### src/design/ddc_chan_defines.svh
`ifndef DDC_CHAN_DEFINES_SVH
`define DDC_CHAN_DEFINES_SVH

// ==========================================
// Channel address map
`define A_SLEEP      8'h80
`define A_SOFT_TRIG  8'h81
`define A_PIN_TRIG   8'h82
`define A_START_DLY  8'h83
`define A_RETUNE_DLY 8'h84
`define A_FREQ_LO    8'h85
`define A_FREQ_HI    8'h86
`define A_PHASE      8'h87
`define A_OSC_CTRL   8'h88
`define A_RS_DEC     8'h90
`define A_RS_INTERP  8'h91
`define A_RS_SCALE   8'h92
`define A_RSVD_A     8'h93
`define A_C5_DEC     8'h94
`define A_C5_SCALE   8'h95
`define A_RSVD_B     8'h96
`define A_CF_DEC     8'hA0
`define A_CF_PHASE   8'hA1
`define A_CF_TAPS    8'hA2
`define A_CF_OFFSET  8'hA3
`define A_CF_CTRL    8'hA4
`define A_SIG_I      8'hA5
`define A_SIG_Q      8'hA6
`define A_SIG_COUNT  8'hA7
`define A_RAM_TEST   8'hA8
`define A_OUT_CTRL   8'hA9
`define COEF_WORDS   128

// ==========================================
// Field positions
`define OSC_SYNC_HI    8
`define OSC_SYNC_LO    7
`define OSC_PORT_B     6
`define OSC_CLR_HOP    3
`define OSC_AMP_DITH   2
`define OSC_PH_DITH    1
`define OSC_BYPASS     0
`define CF_BYP_TEST    10
`define CF_OTHER_SRC   9
`define CF_BANK        8
`define CF_COMMON_EXP  7
`define CF_FORCE_SCALE 6
`define OUT_MAP_SIG    9
`define OUT_WIDE       5

// ==========================================
// Reset values
`define RST_SLEEP  1'b1
`define RST_DELAY  16'h0001

`endif

### src/design/ddc_chan_pkg.sv
package ddc_chan_pkg;

	typedef enum logic [1:0] {FMT_FIXED, FMT_FLOAT8, FMT_FLOAT12} out_format_t;

	typedef struct packed {
		logic [1:0] sync_sel;
		logic       port_b;
		logic       clear_on_hop;
		logic       amp_dither;
		logic       phase_dither;
		logic       bypass;
	} osc_cfg_t;

	typedef struct packed {
		logic        test_bypass;
		logic        other_source;
		logic        ram_bank;
		logic        common_exp;
		logic        force_scale;
		out_format_t format;
		logic [3:0]  scale;
		logic [7:0]  taps_m1;
		logic [7:0]  decimation_m1;
		logic [7:0]  phase;
		logic [7:0]  coef_offset;
	} filt_cfg_t;

	typedef struct packed {
		logic        wr;
		logic        rd;
		logic [7:0]  addr;
		logic [19:0] wdata;
	} host_req_t;

endpackage

### src/design/ddc_chan_regs.sv
`timescale 1ns/100ps
`include "ddc_chan_defines.svh"

module ddc_chan_regs
	import ddc_chan_pkg::*;
#(
	parameter int DW = 20,
	parameter int AW = 8
) (
	// Clock and reset
	input  wire logic          core_clk,
	input  wire logic          rst_n,
	// Host access from the microport
	input  wire host_req_t     host_req,
	output logic [DW-1:0]      host_rdata,
	output logic               host_rvalid,
	// Global sleep write broadcast
	input  wire logic          glob_sleep_wr,
	input  wire logic          glob_sleep_val,
	// Pins from outside
	input  wire logic [3:0]    sync_pins,
	input  wire logic          level_pin,
	// Filter datapath status
	input  wire logic [15:0]   filt_out_i,
	input  wire logic [15:0]   filt_out_q,
	input  wire logic          filt_out_valid,
	input  wire logic          coef_ram_fail,
	input  wire logic          data_ram_fail,
	// Datapath steering
	output logic [31:0]        osc_freq,
	output logic [15:0]        osc_phase,
	output logic               osc_phase_clear,
	output osc_cfg_t           osc_cfg,
	output logic               chan_sleep,
	output logic [4:0]         resampler_scale,
	output filt_cfg_t          filt_cfg,
	output logic               wide_output,
	output logic               ram_test_en,
	// Coefficient RAM host port
	output logic               coef_wr,
	output logic [AW:0]        coef_addr,
	output logic [DW-1:0]      coef_wdata
);

	// ==========================================
	// Reset release
	logic rst_meta_q, rst_sync_q;
	always_ff @(posedge core_clk or negedge rst_n) begin
		if (!rst_n) begin
			rst_meta_q <= 1'b0;
			rst_sync_q <= 1'b0;
		end else begin
			rst_meta_q <= 1'b1;
			rst_sync_q <= rst_meta_q;
		end
	end

	// ==========================================
	// Pin synchronisers
	logic [3:0] sync_meta_q, sync_q, sync_prev_q;
	logic       level_meta_q, level_q;
	always_ff @(posedge core_clk or negedge rst_sync_q) begin
		if (!rst_sync_q) begin
			sync_meta_q  <= 4'h0;
			sync_q       <= 4'h0;
			sync_prev_q  <= 4'h0;
			level_meta_q <= 1'b0;
			level_q      <= 1'b0;
		end else begin
			sync_meta_q  <= sync_pins;
			sync_q       <= sync_meta_q;
			sync_prev_q  <= sync_q;
			level_meta_q <= level_pin;
			level_q      <= level_meta_q;
		end
	end

	// ==========================================
	// Register storage
	logic        sleep_q;
	logic [2:0]  pin_trig_q;
	logic [15:0] start_dly_q, retune_dly_q, freq_lo_q, freq_hi_q, phase_q;
	logic [8:0]  osc_ctrl_q;
	logic [11:0] rs_dec_q, rs_scale_q;
	logic [8:0]  rs_interp_q;
	logic [7:0]  c5_dec_q, cf_dec_q, cf_phase_q, cf_taps_q, cf_off_q;
	logic [4:0]  c5_scale_q;
	logic [10:0] cf_ctrl_q;
	logic [15:0] sig_i_q, sig_q_q;
	logic [19:0] sig_cnt_q;
	logic        ram_en_q;
	logic [1:0]  ram_stat_q;
	logic [9:0]  out_ctrl_q;
	logic [31:0] work_freq_q;
	logic [15:0] retune_cnt_q, start_cnt_q;
	logic        retune_busy_q, start_busy_q, first_seen_q;
	wire logic [2:0] ram_test_q = {ram_stat_q, ram_en_q};

	// ==========================================
	// Decode
	function automatic logic hit(input logic [7:0] a, input logic [7:0] r);
		hit = (a == r);
	endfunction

	wire logic       wr = host_req.wr;
	wire logic [7:0] ad = host_req.addr;
	wire logic [19:0] wd = host_req.wdata;
	wire logic coef_hit = wr && !ad[7];

	// Selected sync pin, rising edge, gated by enables and first-only
	wire logic [1:0] sync_sel = osc_ctrl_q[`OSC_SYNC_HI:`OSC_SYNC_LO];
	wire logic pin_edge = sync_q[sync_sel] && !sync_prev_q[sync_sel];
	wire logic pin_ok   = pin_edge && !(pin_trig_q[2] && first_seen_q);
	wire logic pin_hop   = pin_ok && pin_trig_q[1];
	wire logic pin_start = pin_ok && pin_trig_q[0];
	wire logic soft_hop   = wr && hit(ad, `A_SOFT_TRIG) && wd[1];
	wire logic soft_start = wr && hit(ad, `A_SOFT_TRIG) && wd[0];
	wire logic hop_evt   = soft_hop || pin_hop;
	wire logic start_evt = soft_start || pin_start;

	// Delay value of zero disables; one acts at once
	wire logic hop_now   = hop_evt && (retune_dly_q == 16'h0001);
	wire logic hop_load  = hop_evt && (retune_dly_q > 16'h0001);
	wire logic hop_done  = retune_busy_q && (retune_cnt_q == 16'h0002);
	wire logic start_now  = start_evt && (start_dly_q == 16'h0001);
	wire logic start_load = start_evt && (start_dly_q > 16'h0001);
	wire logic start_done = start_busy_q && (start_cnt_q == 16'h0002);
	wire logic shadow_wr = wr && (hit(ad, `A_FREQ_LO) || hit(ad, `A_FREQ_HI));
	wire logic wake = sleep_q && (start_now || start_done);
	wire logic immed = shadow_wr && (retune_dly_q == 16'h0001);
	wire logic hop = hop_now || hop_done;
	// Merge the half being written, so an immediate copy never takes stale bits
	wire logic [15:0] lo_next = (wr && hit(ad, `A_FREQ_LO)) ? wd[15:0] : freq_lo_q;
	wire logic [15:0] hi_next = (wr && hit(ad, `A_FREQ_HI)) ? wd[15:0] : freq_hi_q;
	wire logic [31:0] shadow_word = {hi_next, lo_next};

	// ==========================================
	// Host writes
	always_ff @(posedge core_clk or negedge rst_sync_q) begin
		if (!rst_sync_q) begin
			pin_trig_q   <= 3'h0;
			start_dly_q  <= `RST_DELAY;
			retune_dly_q <= `RST_DELAY;
			freq_lo_q    <= 16'h0000;
			freq_hi_q    <= 16'h0000;
			phase_q      <= 16'h0000;
			osc_ctrl_q   <= 9'h000;
			rs_dec_q     <= 12'h000;
			rs_interp_q  <= 9'h000;
			rs_scale_q   <= 12'h000;
			c5_dec_q     <= 8'h00;
			c5_scale_q   <= 5'h00;
			cf_dec_q     <= 8'h00;
			cf_phase_q   <= 8'h00;
			cf_taps_q    <= 8'h00;
			cf_off_q     <= 8'h00;
			cf_ctrl_q    <= 11'h000;
			out_ctrl_q   <= 10'h000;
			ram_en_q     <= 1'b0;
		end else if (wr) begin
			// Unmapped addresses simply match nothing
			if (hit(ad, `A_PIN_TRIG)) pin_trig_q <= wd[2:0];
			else if (hit(ad, `A_START_DLY)) start_dly_q <= wd[15:0];
			else if (hit(ad, `A_RETUNE_DLY)) retune_dly_q <= wd[15:0];
			else if (hit(ad, `A_FREQ_LO)) freq_lo_q <= wd[15:0];
			else if (hit(ad, `A_FREQ_HI)) freq_hi_q <= wd[15:0];
			else if (hit(ad, `A_PHASE)) phase_q <= wd[15:0];
			else if (hit(ad, `A_OSC_CTRL)) osc_ctrl_q <= wd[8:0];
			else if (hit(ad, `A_RS_DEC)) rs_dec_q <= wd[11:0];
			else if (hit(ad, `A_RS_INTERP)) rs_interp_q <= wd[8:0];
			else if (hit(ad, `A_RS_SCALE)) rs_scale_q <= wd[11:0];
			else if (hit(ad, `A_C5_DEC)) c5_dec_q <= wd[7:0];
			else if (hit(ad, `A_C5_SCALE)) c5_scale_q <= wd[4:0];
			else if (hit(ad, `A_CF_DEC)) cf_dec_q <= wd[7:0];
			else if (hit(ad, `A_CF_PHASE)) cf_phase_q <= wd[7:0];
			else if (hit(ad, `A_CF_TAPS)) cf_taps_q <= wd[7:0];
			else if (hit(ad, `A_CF_OFFSET)) cf_off_q <= wd[7:0];
			else if (hit(ad, `A_CF_CTRL)) cf_ctrl_q <= wd[10:0];
			else if (hit(ad, `A_RAM_TEST)) ram_en_q <= wd[0];
			else if (hit(ad, `A_OUT_CTRL)) out_ctrl_q <= wd[9:0];
		end
	end

	// ==========================================
	// Sleep flag, global broadcast then local override
	always_ff @(posedge core_clk or negedge rst_sync_q) begin
		if (!rst_sync_q) begin
			sleep_q <= `RST_SLEEP;
		end else if (wake) begin
			sleep_q <= 1'b0;
		end else if (wr && hit(ad, `A_SLEEP)) begin
			sleep_q <= wd[0];
		end else if (glob_sleep_wr) begin
			sleep_q <= glob_sleep_val;
		end
	end

	// ==========================================
	// Hold-off counters and working frequency word
	always_ff @(posedge core_clk or negedge rst_sync_q) begin
		if (!rst_sync_q) begin
			retune_cnt_q  <= 16'h0000;
			retune_busy_q <= 1'b0;
			start_cnt_q   <= 16'h0000;
			start_busy_q  <= 1'b0;
			first_seen_q  <= 1'b0;
			work_freq_q   <= 32'h0000_0000;
			osc_phase_clear <= 1'b0;
		end else begin
			// A sync landing with the rewrite still counts as seen
			if (wr && hit(ad, `A_PIN_TRIG)) first_seen_q <= 1'b0;
			if (pin_ok && |pin_trig_q[1:0]) first_seen_q <= 1'b1;
			if (hop_load) begin
				retune_cnt_q  <= retune_dly_q;
				retune_busy_q <= 1'b1;
			end else if (retune_busy_q) begin
				retune_cnt_q  <= retune_cnt_q - 16'h0001;
				retune_busy_q <= !hop_done;
			end
			if (start_load) begin
				start_cnt_q  <= start_dly_q;
				start_busy_q <= 1'b1;
			end else if (start_busy_q) begin
				start_cnt_q  <= start_cnt_q - 16'h0001;
				start_busy_q <= !start_done;
			end
			// Copy only on wake, finished hop, or immediate mode
			if (hop || wake || immed) work_freq_q <= shadow_word;
			osc_phase_clear <= hop && osc_ctrl_q[`OSC_CLR_HOP];
		end
	end

	// ==========================================
	// Signature capture and live output counter
	wire logic sig_take = filt_out_valid && (sig_cnt_q != 20'h00000);
	always_ff @(posedge core_clk or negedge rst_sync_q) begin
		if (!rst_sync_q) begin
			sig_i_q   <= 16'h0000;
			sig_q_q   <= 16'h0000;
			sig_cnt_q <= 20'h00000;
			ram_stat_q <= 2'b00;
		end else begin
			ram_stat_q <= {data_ram_fail, coef_ram_fail};
			if (wr && hit(ad, `A_SIG_COUNT)) begin
				sig_cnt_q <= wd;
			end else if (sig_take) begin
				sig_cnt_q <= sig_cnt_q - 20'h00001;
			end
			if (filt_out_valid && out_ctrl_q[`OUT_MAP_SIG]) begin
				sig_i_q <= filt_out_i;
				sig_q_q <= filt_out_q;
			end else if (sig_take) begin
				// Rotate-and-fold signature
				sig_i_q <= {sig_i_q[14:0], sig_i_q[15]} ^ filt_out_i;
				sig_q_q <= {sig_q_q[14:0], sig_q_q[15]} ^ filt_out_q;
			end else begin
				if (wr && hit(ad, `A_SIG_I)) sig_i_q <= wd[15:0];
				if (wr && hit(ad, `A_SIG_Q)) sig_q_q <= wd[15:0];
			end
		end
	end

	// ==========================================
	// Read mux
	logic [19:0] rd_mux;
	assign rd_mux =
		hit(ad, `A_SLEEP)      ? {19'h0, sleep_q} :
		hit(ad, `A_PIN_TRIG)   ? {17'h0, pin_trig_q} :
		hit(ad, `A_START_DLY)  ? {4'h0, start_dly_q} :
		hit(ad, `A_RETUNE_DLY) ? {4'h0, retune_dly_q} :
		hit(ad, `A_FREQ_LO)    ? {4'h0, freq_lo_q} :
		hit(ad, `A_FREQ_HI)    ? {4'h0, freq_hi_q} :
		hit(ad, `A_PHASE)      ? {4'h0, phase_q} :
		hit(ad, `A_OSC_CTRL)   ? {11'h0, osc_ctrl_q} :
		hit(ad, `A_RS_DEC)     ? {8'h0, rs_dec_q} :
		hit(ad, `A_RS_INTERP)  ? {11'h0, rs_interp_q} :
		hit(ad, `A_RS_SCALE)   ? {8'h0, rs_scale_q} :
		hit(ad, `A_C5_DEC)     ? {12'h0, c5_dec_q} :
		hit(ad, `A_C5_SCALE)   ? {15'h0, c5_scale_q} :
		hit(ad, `A_CF_DEC)     ? {12'h0, cf_dec_q} :
		hit(ad, `A_CF_PHASE)   ? {12'h0, cf_phase_q} :
		hit(ad, `A_CF_TAPS)    ? {12'h0, cf_taps_q} :
		hit(ad, `A_CF_OFFSET)  ? {12'h0, cf_off_q} :
		hit(ad, `A_CF_CTRL)    ? {9'h0, cf_ctrl_q} :
		hit(ad, `A_SIG_I)      ? {4'h0, sig_i_q} :
		hit(ad, `A_SIG_Q)      ? {4'h0, sig_q_q} :
		hit(ad, `A_SIG_COUNT)  ? sig_cnt_q :
		hit(ad, `A_RAM_TEST)   ? {17'h0, ram_test_q} :
		hit(ad, `A_OUT_CTRL)   ? {10'h0, out_ctrl_q} :
		20'h00000;

	// Coefficient memory lives in the datapath; reads of it return zero here
	always_ff @(posedge core_clk or negedge rst_sync_q) begin
		if (!rst_sync_q) begin
			host_rdata  <= 20'h00000;
			host_rvalid <= 1'b0;
			coef_wr     <= 1'b0;
			coef_addr   <= '0;
			coef_wdata  <= '0;
		end else begin
			host_rvalid <= host_req.rd;
			if (host_req.rd) host_rdata <= rd_mux;
			coef_wr    <= coef_hit;
			coef_addr  <= {cf_ctrl_q[`CF_BANK], 1'b0, ad[6:0]};
			coef_wdata <= wd;
		end
	end

	// ==========================================
	// Steering outputs
	always_ff @(posedge core_clk or negedge rst_sync_q) begin
		if (!rst_sync_q) begin
			osc_freq        <= 32'h0000_0000;
			osc_phase       <= 16'h0000;
			osc_cfg         <= '0;
			chan_sleep      <= `RST_SLEEP;
			resampler_scale <= 5'h00;
			filt_cfg        <= '0;
			wide_output     <= 1'b0;
			ram_test_en     <= 1'b0;
		end else begin
			osc_freq  <= work_freq_q;
			osc_phase <= phase_q;
			osc_cfg.sync_sel     <= sync_sel;
			osc_cfg.port_b       <= osc_ctrl_q[`OSC_PORT_B];
			osc_cfg.clear_on_hop <= osc_ctrl_q[`OSC_CLR_HOP];
			osc_cfg.amp_dither   <= osc_ctrl_q[`OSC_AMP_DITH];
			osc_cfg.phase_dither <= osc_ctrl_q[`OSC_PH_DITH];
			osc_cfg.bypass       <= osc_ctrl_q[`OSC_BYPASS];
			chan_sleep <= sleep_q;
			resampler_scale <= level_q ? rs_scale_q[9:5] : rs_scale_q[4:0];
			filt_cfg.test_bypass  <= cf_ctrl_q[`CF_BYP_TEST];
			filt_cfg.other_source <= cf_ctrl_q[`CF_OTHER_SRC];
			filt_cfg.ram_bank     <= cf_ctrl_q[`CF_BANK];
			filt_cfg.common_exp   <= cf_ctrl_q[`CF_COMMON_EXP];
			filt_cfg.force_scale  <= cf_ctrl_q[`CF_FORCE_SCALE];
			filt_cfg.format <= cf_ctrl_q[5] ? FMT_FLOAT12 :
				(cf_ctrl_q[4] ? FMT_FLOAT8 : FMT_FIXED);
			filt_cfg.scale         <= cf_ctrl_q[3:0];
			filt_cfg.taps_m1       <= cf_taps_q;
			filt_cfg.decimation_m1 <= cf_dec_q;
			filt_cfg.phase         <= cf_phase_q;
			filt_cfg.coef_offset   <= cf_off_q;
			wide_output <= out_ctrl_q[`OUT_WIDE];
			ram_test_en <= ram_test_q[0];
		end
	end

endmodule // ddc_chan_regs

### config.mk
export PLATFORM = sky130hd
export DESIGN_NAME = ddc_chan_regs
export DESIGN_NICKNAME = d
export VERILOG_FILES = /design/src/design/ddc_chan_pkg.sv /design/src/design/ddc_chan_regs.sv
export VERILOG_INCLUDE_DIRS = /design/src /design/src/design
export SDC_FILE = /design/constraint.sdc
export NUM_CORES = 1
export LEC_CHECK = 0
export BUFFER_PORTS_ARGS = -buffer_cell sky130_fd_sc_hd__clkbuf_2
export CORE_AREA = 2 2 221 223
export CTS_CLUSTER_SIZE = 10
export DETAILED_ROUTE_END_ITERATION = 10
export DIE_AREA = 0 0 223 225
export MAX_ROUTING_LAYER = met4
export PLACE_DENSITY = 0.63
export SYNTH_ARGS = -nofsm -noshare
export SYNTH_HDL_FRONTEND = slang
export SYNTH_SLANG_ARGS = --single-unit
### constraint.sdc
create_clock -name core_clk -period 19.1 [get_ports core_clk]
set_input_delay 2.865 -clock core_clk [delete_from_list [all_inputs] [get_ports core_clk]]
set_output_delay 2.865 -clock core_clk [all_outputs]
set_load 0.05 [all_outputs]
==> qor.yml <==
post_synth_num_cell_types: 76
setup.worst_path.start_class: "input port"
element_type_at_the_critical_path_end: "flip-flop"
syn_nets: 1898
fmaxAchievable_mhz: 164.6
fin_skew_ps: 13.08
min_period_ps: 6076
cts_resized: 0
hold_path_class: "flip-flop to flip-flop"
post_route_cells_drive_above_1_share_pct: 29.41
synth.avg_cell_area_um2: 11.69
synth_seq_area_share_pct: 57.23
report.final.slew_viol_count: 0
maxSlewHeadroom_pct: 15.02
num_vias: 15670
place.gp.congestion: 0.9688
rsz0062_at_grt: "no"
globalRouteTotalUtil_pct: 27.98
drc_errors: 0
r2r_end: "sig_i_q[1]"
synth.area.top_cells: "sky130_fd_sc_hd__dfrtp_1, sky130_fd_sc_hd__mux2_2, sky130_fd_sc_hd__nor2_1"
cts.hold.buffers_added: 0
detail_route.wirelength_um: 67690
cts.clk_slew.worst_paths_ps: 50
holdCritStartpoint: "rst_meta_q"
worst_reg2reg_path_length_in_cells: 6
worstPathBufferInverterCount: 2
p_int_mw: 1.808
p_per_area_mw_per_mm2: 104.9
fp.coreArea_mm2: 0.04755
ys_warn_count: 0
chipWidth_um: 223
share_of_the_synthesized_area_in_the_top_cell_type_pct: 56.74
cp_data_arrival_time_ps: 6560
grt_max_degree: 187
synth_top_cell_by_area: "sky130_fd_sc_hd__dfrtp_1"
crit_path_start: "host_req[22]"
syn-cell-area_mm2: 0.02126
ys_async_sr_fraction_pct: 100.0
clockBufferDepth: 3
power.ir.vdd_worst_v: 0.00007865
die_area_mm2: 0.05018
dominantRegCellSynth: "sky130_fd_sc_hd__dfrtp_1"
share_seq_of_total_power_pct: 48.4
yosys_register_bits: 486
clock_insertion_delay_worst_skew_ps: 610
critical-path-max-stage-delay_ps: 940
io_buffer_count: 230
detail_route.vias_per_cell: 5.925
dpl.hpwl_um: 45860
switchingPower_mw: 0.7513
cts_htree_levels: 2
worst_path_dominant_cell_family: "simple AND/OR/NAND/NOR gates"
die_height_um: 225
timing_worst_setup_path_type: "input port to flip-flop"
post_layout_power_mw: 2.559
power.switching_fraction_pct: 29.36
finalHoldViolations: 0
n_antenna_cell: 0
timing.setup.tns_ps: 0
number_of_global_route_vias_before_repair: 15850
min_delay_path_depth: 0
finalSetupViolCount: 0
clkSinkCount: 486
gate_count_post_synth: 1818
drtAntennaViolNets: 0
cts_inserted_buffers: 55
final_net_count: 2091
crit_path_top_delay_cell: "sky130_fd_sc_hd__nor2_1"
placement_rows: 80
critical_path_peak_fanout: 50
detail_route.first_pass.iterations: 6
tritoncts_clock_tree: "built"
floorplan.initialDensity_pct: 44.71
rr_startpoint: "sig_cnt_q[8]"
synth_edf_count: 0
crit_path_frequent_cell: "sky130_fd_sc_hd__mux2_2"
path_cells: "clkbuf_2, buf_4, nand2b_1, nor2_1, nand3_1, mux2_2, mux2_2"
post-cts-setup-buffer-count: 0
post_drt_wl_per_cell_um: 25.59
grt_antenna_before_repair: 2
tightest_slew_ps: 1272
layout_worst_path_cycle_share_pct: 31.81
drt_first_iter_violations: 1729
max_cap_viol_count: 0
critPathRequiredTime_ps: 19580
clk_pwr_share_pct: 36.4
global_route_wire_length_before_repair_um: 101800
cellLeakagePower_nw: 11.84
io-pin-count: 232
growth_of_design_area_from_synthesis_to_finish_pct: 14.70
globalRouteOverflowTotal: 0
worst_hold_slack_ps: 347.6
worst_hold_path.endpoint: "rst_sync_q"
share_comb_of_total_power_pct: 15.2
rrSetupSlack_ps: 16140
root_buffer: "sky130_fd_sc_hd__clkbuf_16"
status: "complete, no violations"
routing by layer:
layer	GRT usage [%]	routed length, um	share of wire, %
met5	-	0	0
met3	4.876	5002	7.4
met1	38.46	29740	44
met4	10.80	2616	3.9
met2	41.58	30330	45
through the flow:
stage / setup slack, ps / cell area [um^2] / utilization (%) / instances
floorplan: 4558 / 21260 / - / 1818
global route: 12970 / 24380 / 51.28 / 2645
CTS: 13210 / 24380 / 51.28 / 2645
detailed placement: 12590 / 22870 / 48.11 / 2569
finish: 13020 / 24380 / 51.28 / 2645
global placement: 12740 / 22870 / 48.11 / 2569
cells by family after synthesis:
| family | share of synthesized area [%] |
|---|---|
| flops | 57.23 |
| simple gates | 10.12 |
| compound gates | 11.70 |
| mux | 14.68 |
| buf+inv | 2.672 |
| xor+xnor | 3.214 |
| fa+ha+maj | 0.3531 |
| other cells | 0.03533 |
layout by cell type, fill, tap and decap left out, drive strengths merged, types with 6 or more instances in the layout:
cell / synthesis / layout
buf: 27 / 24
inv: 14 / 15
nor2: 180 / 180
nor2b: 12 / 12
dfrtp: 482 / 482
nor3: 27 / 27
xnor2: 73 / 73
a22o: 11 / 11
o21bai: 7 / 7
or3: 10 / 10
mux2i: 44 / 44
a22oi: 13 / 13
a21oi: 149 / 149
nand2: 107 / 107
a31oi: 9 / 9
a32o: 6 / 6
o2bb2ai: 7 / 7
o221ai: 7 / 7
nor4: 18 / 18
clkbuf: 91 / 301
a211oi: 8 / 8
o21ai: 67 / 67
nand2b: 46 / 46
nand3: 24 / 24
ha: 6 / 6
mux2: 236 / 236
o22ai: 19 / 19
o211ai: 8 / 8
o32ai: 8 / 8
state kept, by name, indices dropped and copies added (netlist names), 20 cells and up:
register	cells
work_freq_q	32
osc_freq	32
sig_cnt_q	20
filt_cfg	42
host_rdata	20
coef_wdata	20
power groups by stage:
| stage | Sequential (mW) | Combinational (mW) | Clock [mW] |
|---|---|---|---|
| after floorplan | 1.27 | 0.244 | 0 |
| after global placement | 1.25 | 0.378 | 0 |
| after global routing | 1.25 | 0.426 | 0.990 |
| final | 1.24 | 0.388 | 0.931 |
| after CTS | 1.24 | 0.388 | 0.948 |
| after detailed placement | 1.25 | 0.385 | 0 |
layout make-up:
| cell class | instances | area (um^2) |
|---|---|---|
| clock buffers | 71 | 1446 |
| clock inverters | 5 | 65.06 |
| fillers | 4212 | 23160 |
| inverters | 15 | 56.30 |
| multi-input cells | 1199 | 8532 |
| flip-flops and latches | 486 | 12170 |
| well taps | 615 | 769.5 |
| repair buffers | 254 | 1344 |
worst max path at each step:
| stage | endpoint | cells past startpoint | slack, ps |
|---|---|---|---|
| 6_report | work_freq_q[12] | 7 | 13020 |
| 5_1_grt | work_freq_q[13] | 7 | 12970 |
| 4_1_cts | work_freq_q[12] | 7 | 13210 |
| 3_5_place_dp | work_freq_q[1] | 7 | 12590 |
| 3_3_place_gp | work_freq_q[11] | 7 | 12740 |
| 2_1_floorplan | c5_dec_q[0] | 0 | 4560 |
cells in the mapped netlist (5+ instances only):
library cell                number
sky130_fd_sc_hd__mux2_2        236
sky130_fd_sc_hd__dfrtp_1       482
sky130_fd_sc_hd__clkbuf_1       91
sky130_fd_sc_hd__ha_1            6
sky130_fd_sc_hd__o2bb2ai_1       7
sky130_fd_sc_hd__a32o_1          6
sky130_fd_sc_hd__a211oi_1        8
sky130_fd_sc_hd__buf_6           7
sky130_fd_sc_hd__buf_2           7
sky130_fd_sc_hd__nor2_1        180
sky130_fd_sc_hd__nor4_1         17
sky130_fd_sc_hd__a21oi_2        28
sky130_fd_sc_hd__and2_1          5
sky130_fd_sc_hd__nor3_1         27
sky130_fd_sc_hd__nand2b_1       46
sky130_fd_sc_hd__o21bai_1        7
sky130_fd_sc_hd__xnor2_1        73
sky130_fd_sc_hd__a22oi_1        13
sky130_fd_sc_hd__o22ai_1        19
sky130_fd_sc_hd__nand2_1       107
sky130_fd_sc_hd__xor2_1          5
sky130_fd_sc_hd__a31oi_1         9
sky130_fd_sc_hd__mux2i_1        44
sky130_fd_sc_hd__a22o_1         11
sky130_fd_sc_hd__o32ai_1         8
sky130_fd_sc_hd__buf_1          11
sky130_fd_sc_hd__nand3_1        24
sky130_fd_sc_hd__o211ai_1        8
sky130_fd_sc_hd__o21ai_0        67
sky130_fd_sc_hd__a221o_1         5
sky130_fd_sc_hd__inv_1          14
sky130_fd_sc_hd__or3_1          10
sky130_fd_sc_hd__o221ai_1        7
sky130_fd_sc_hd__a21oi_1       121
sky130_fd_sc_hd__nor2b_1        12
No activity file was read; power rests on OpenSTA's default activity.
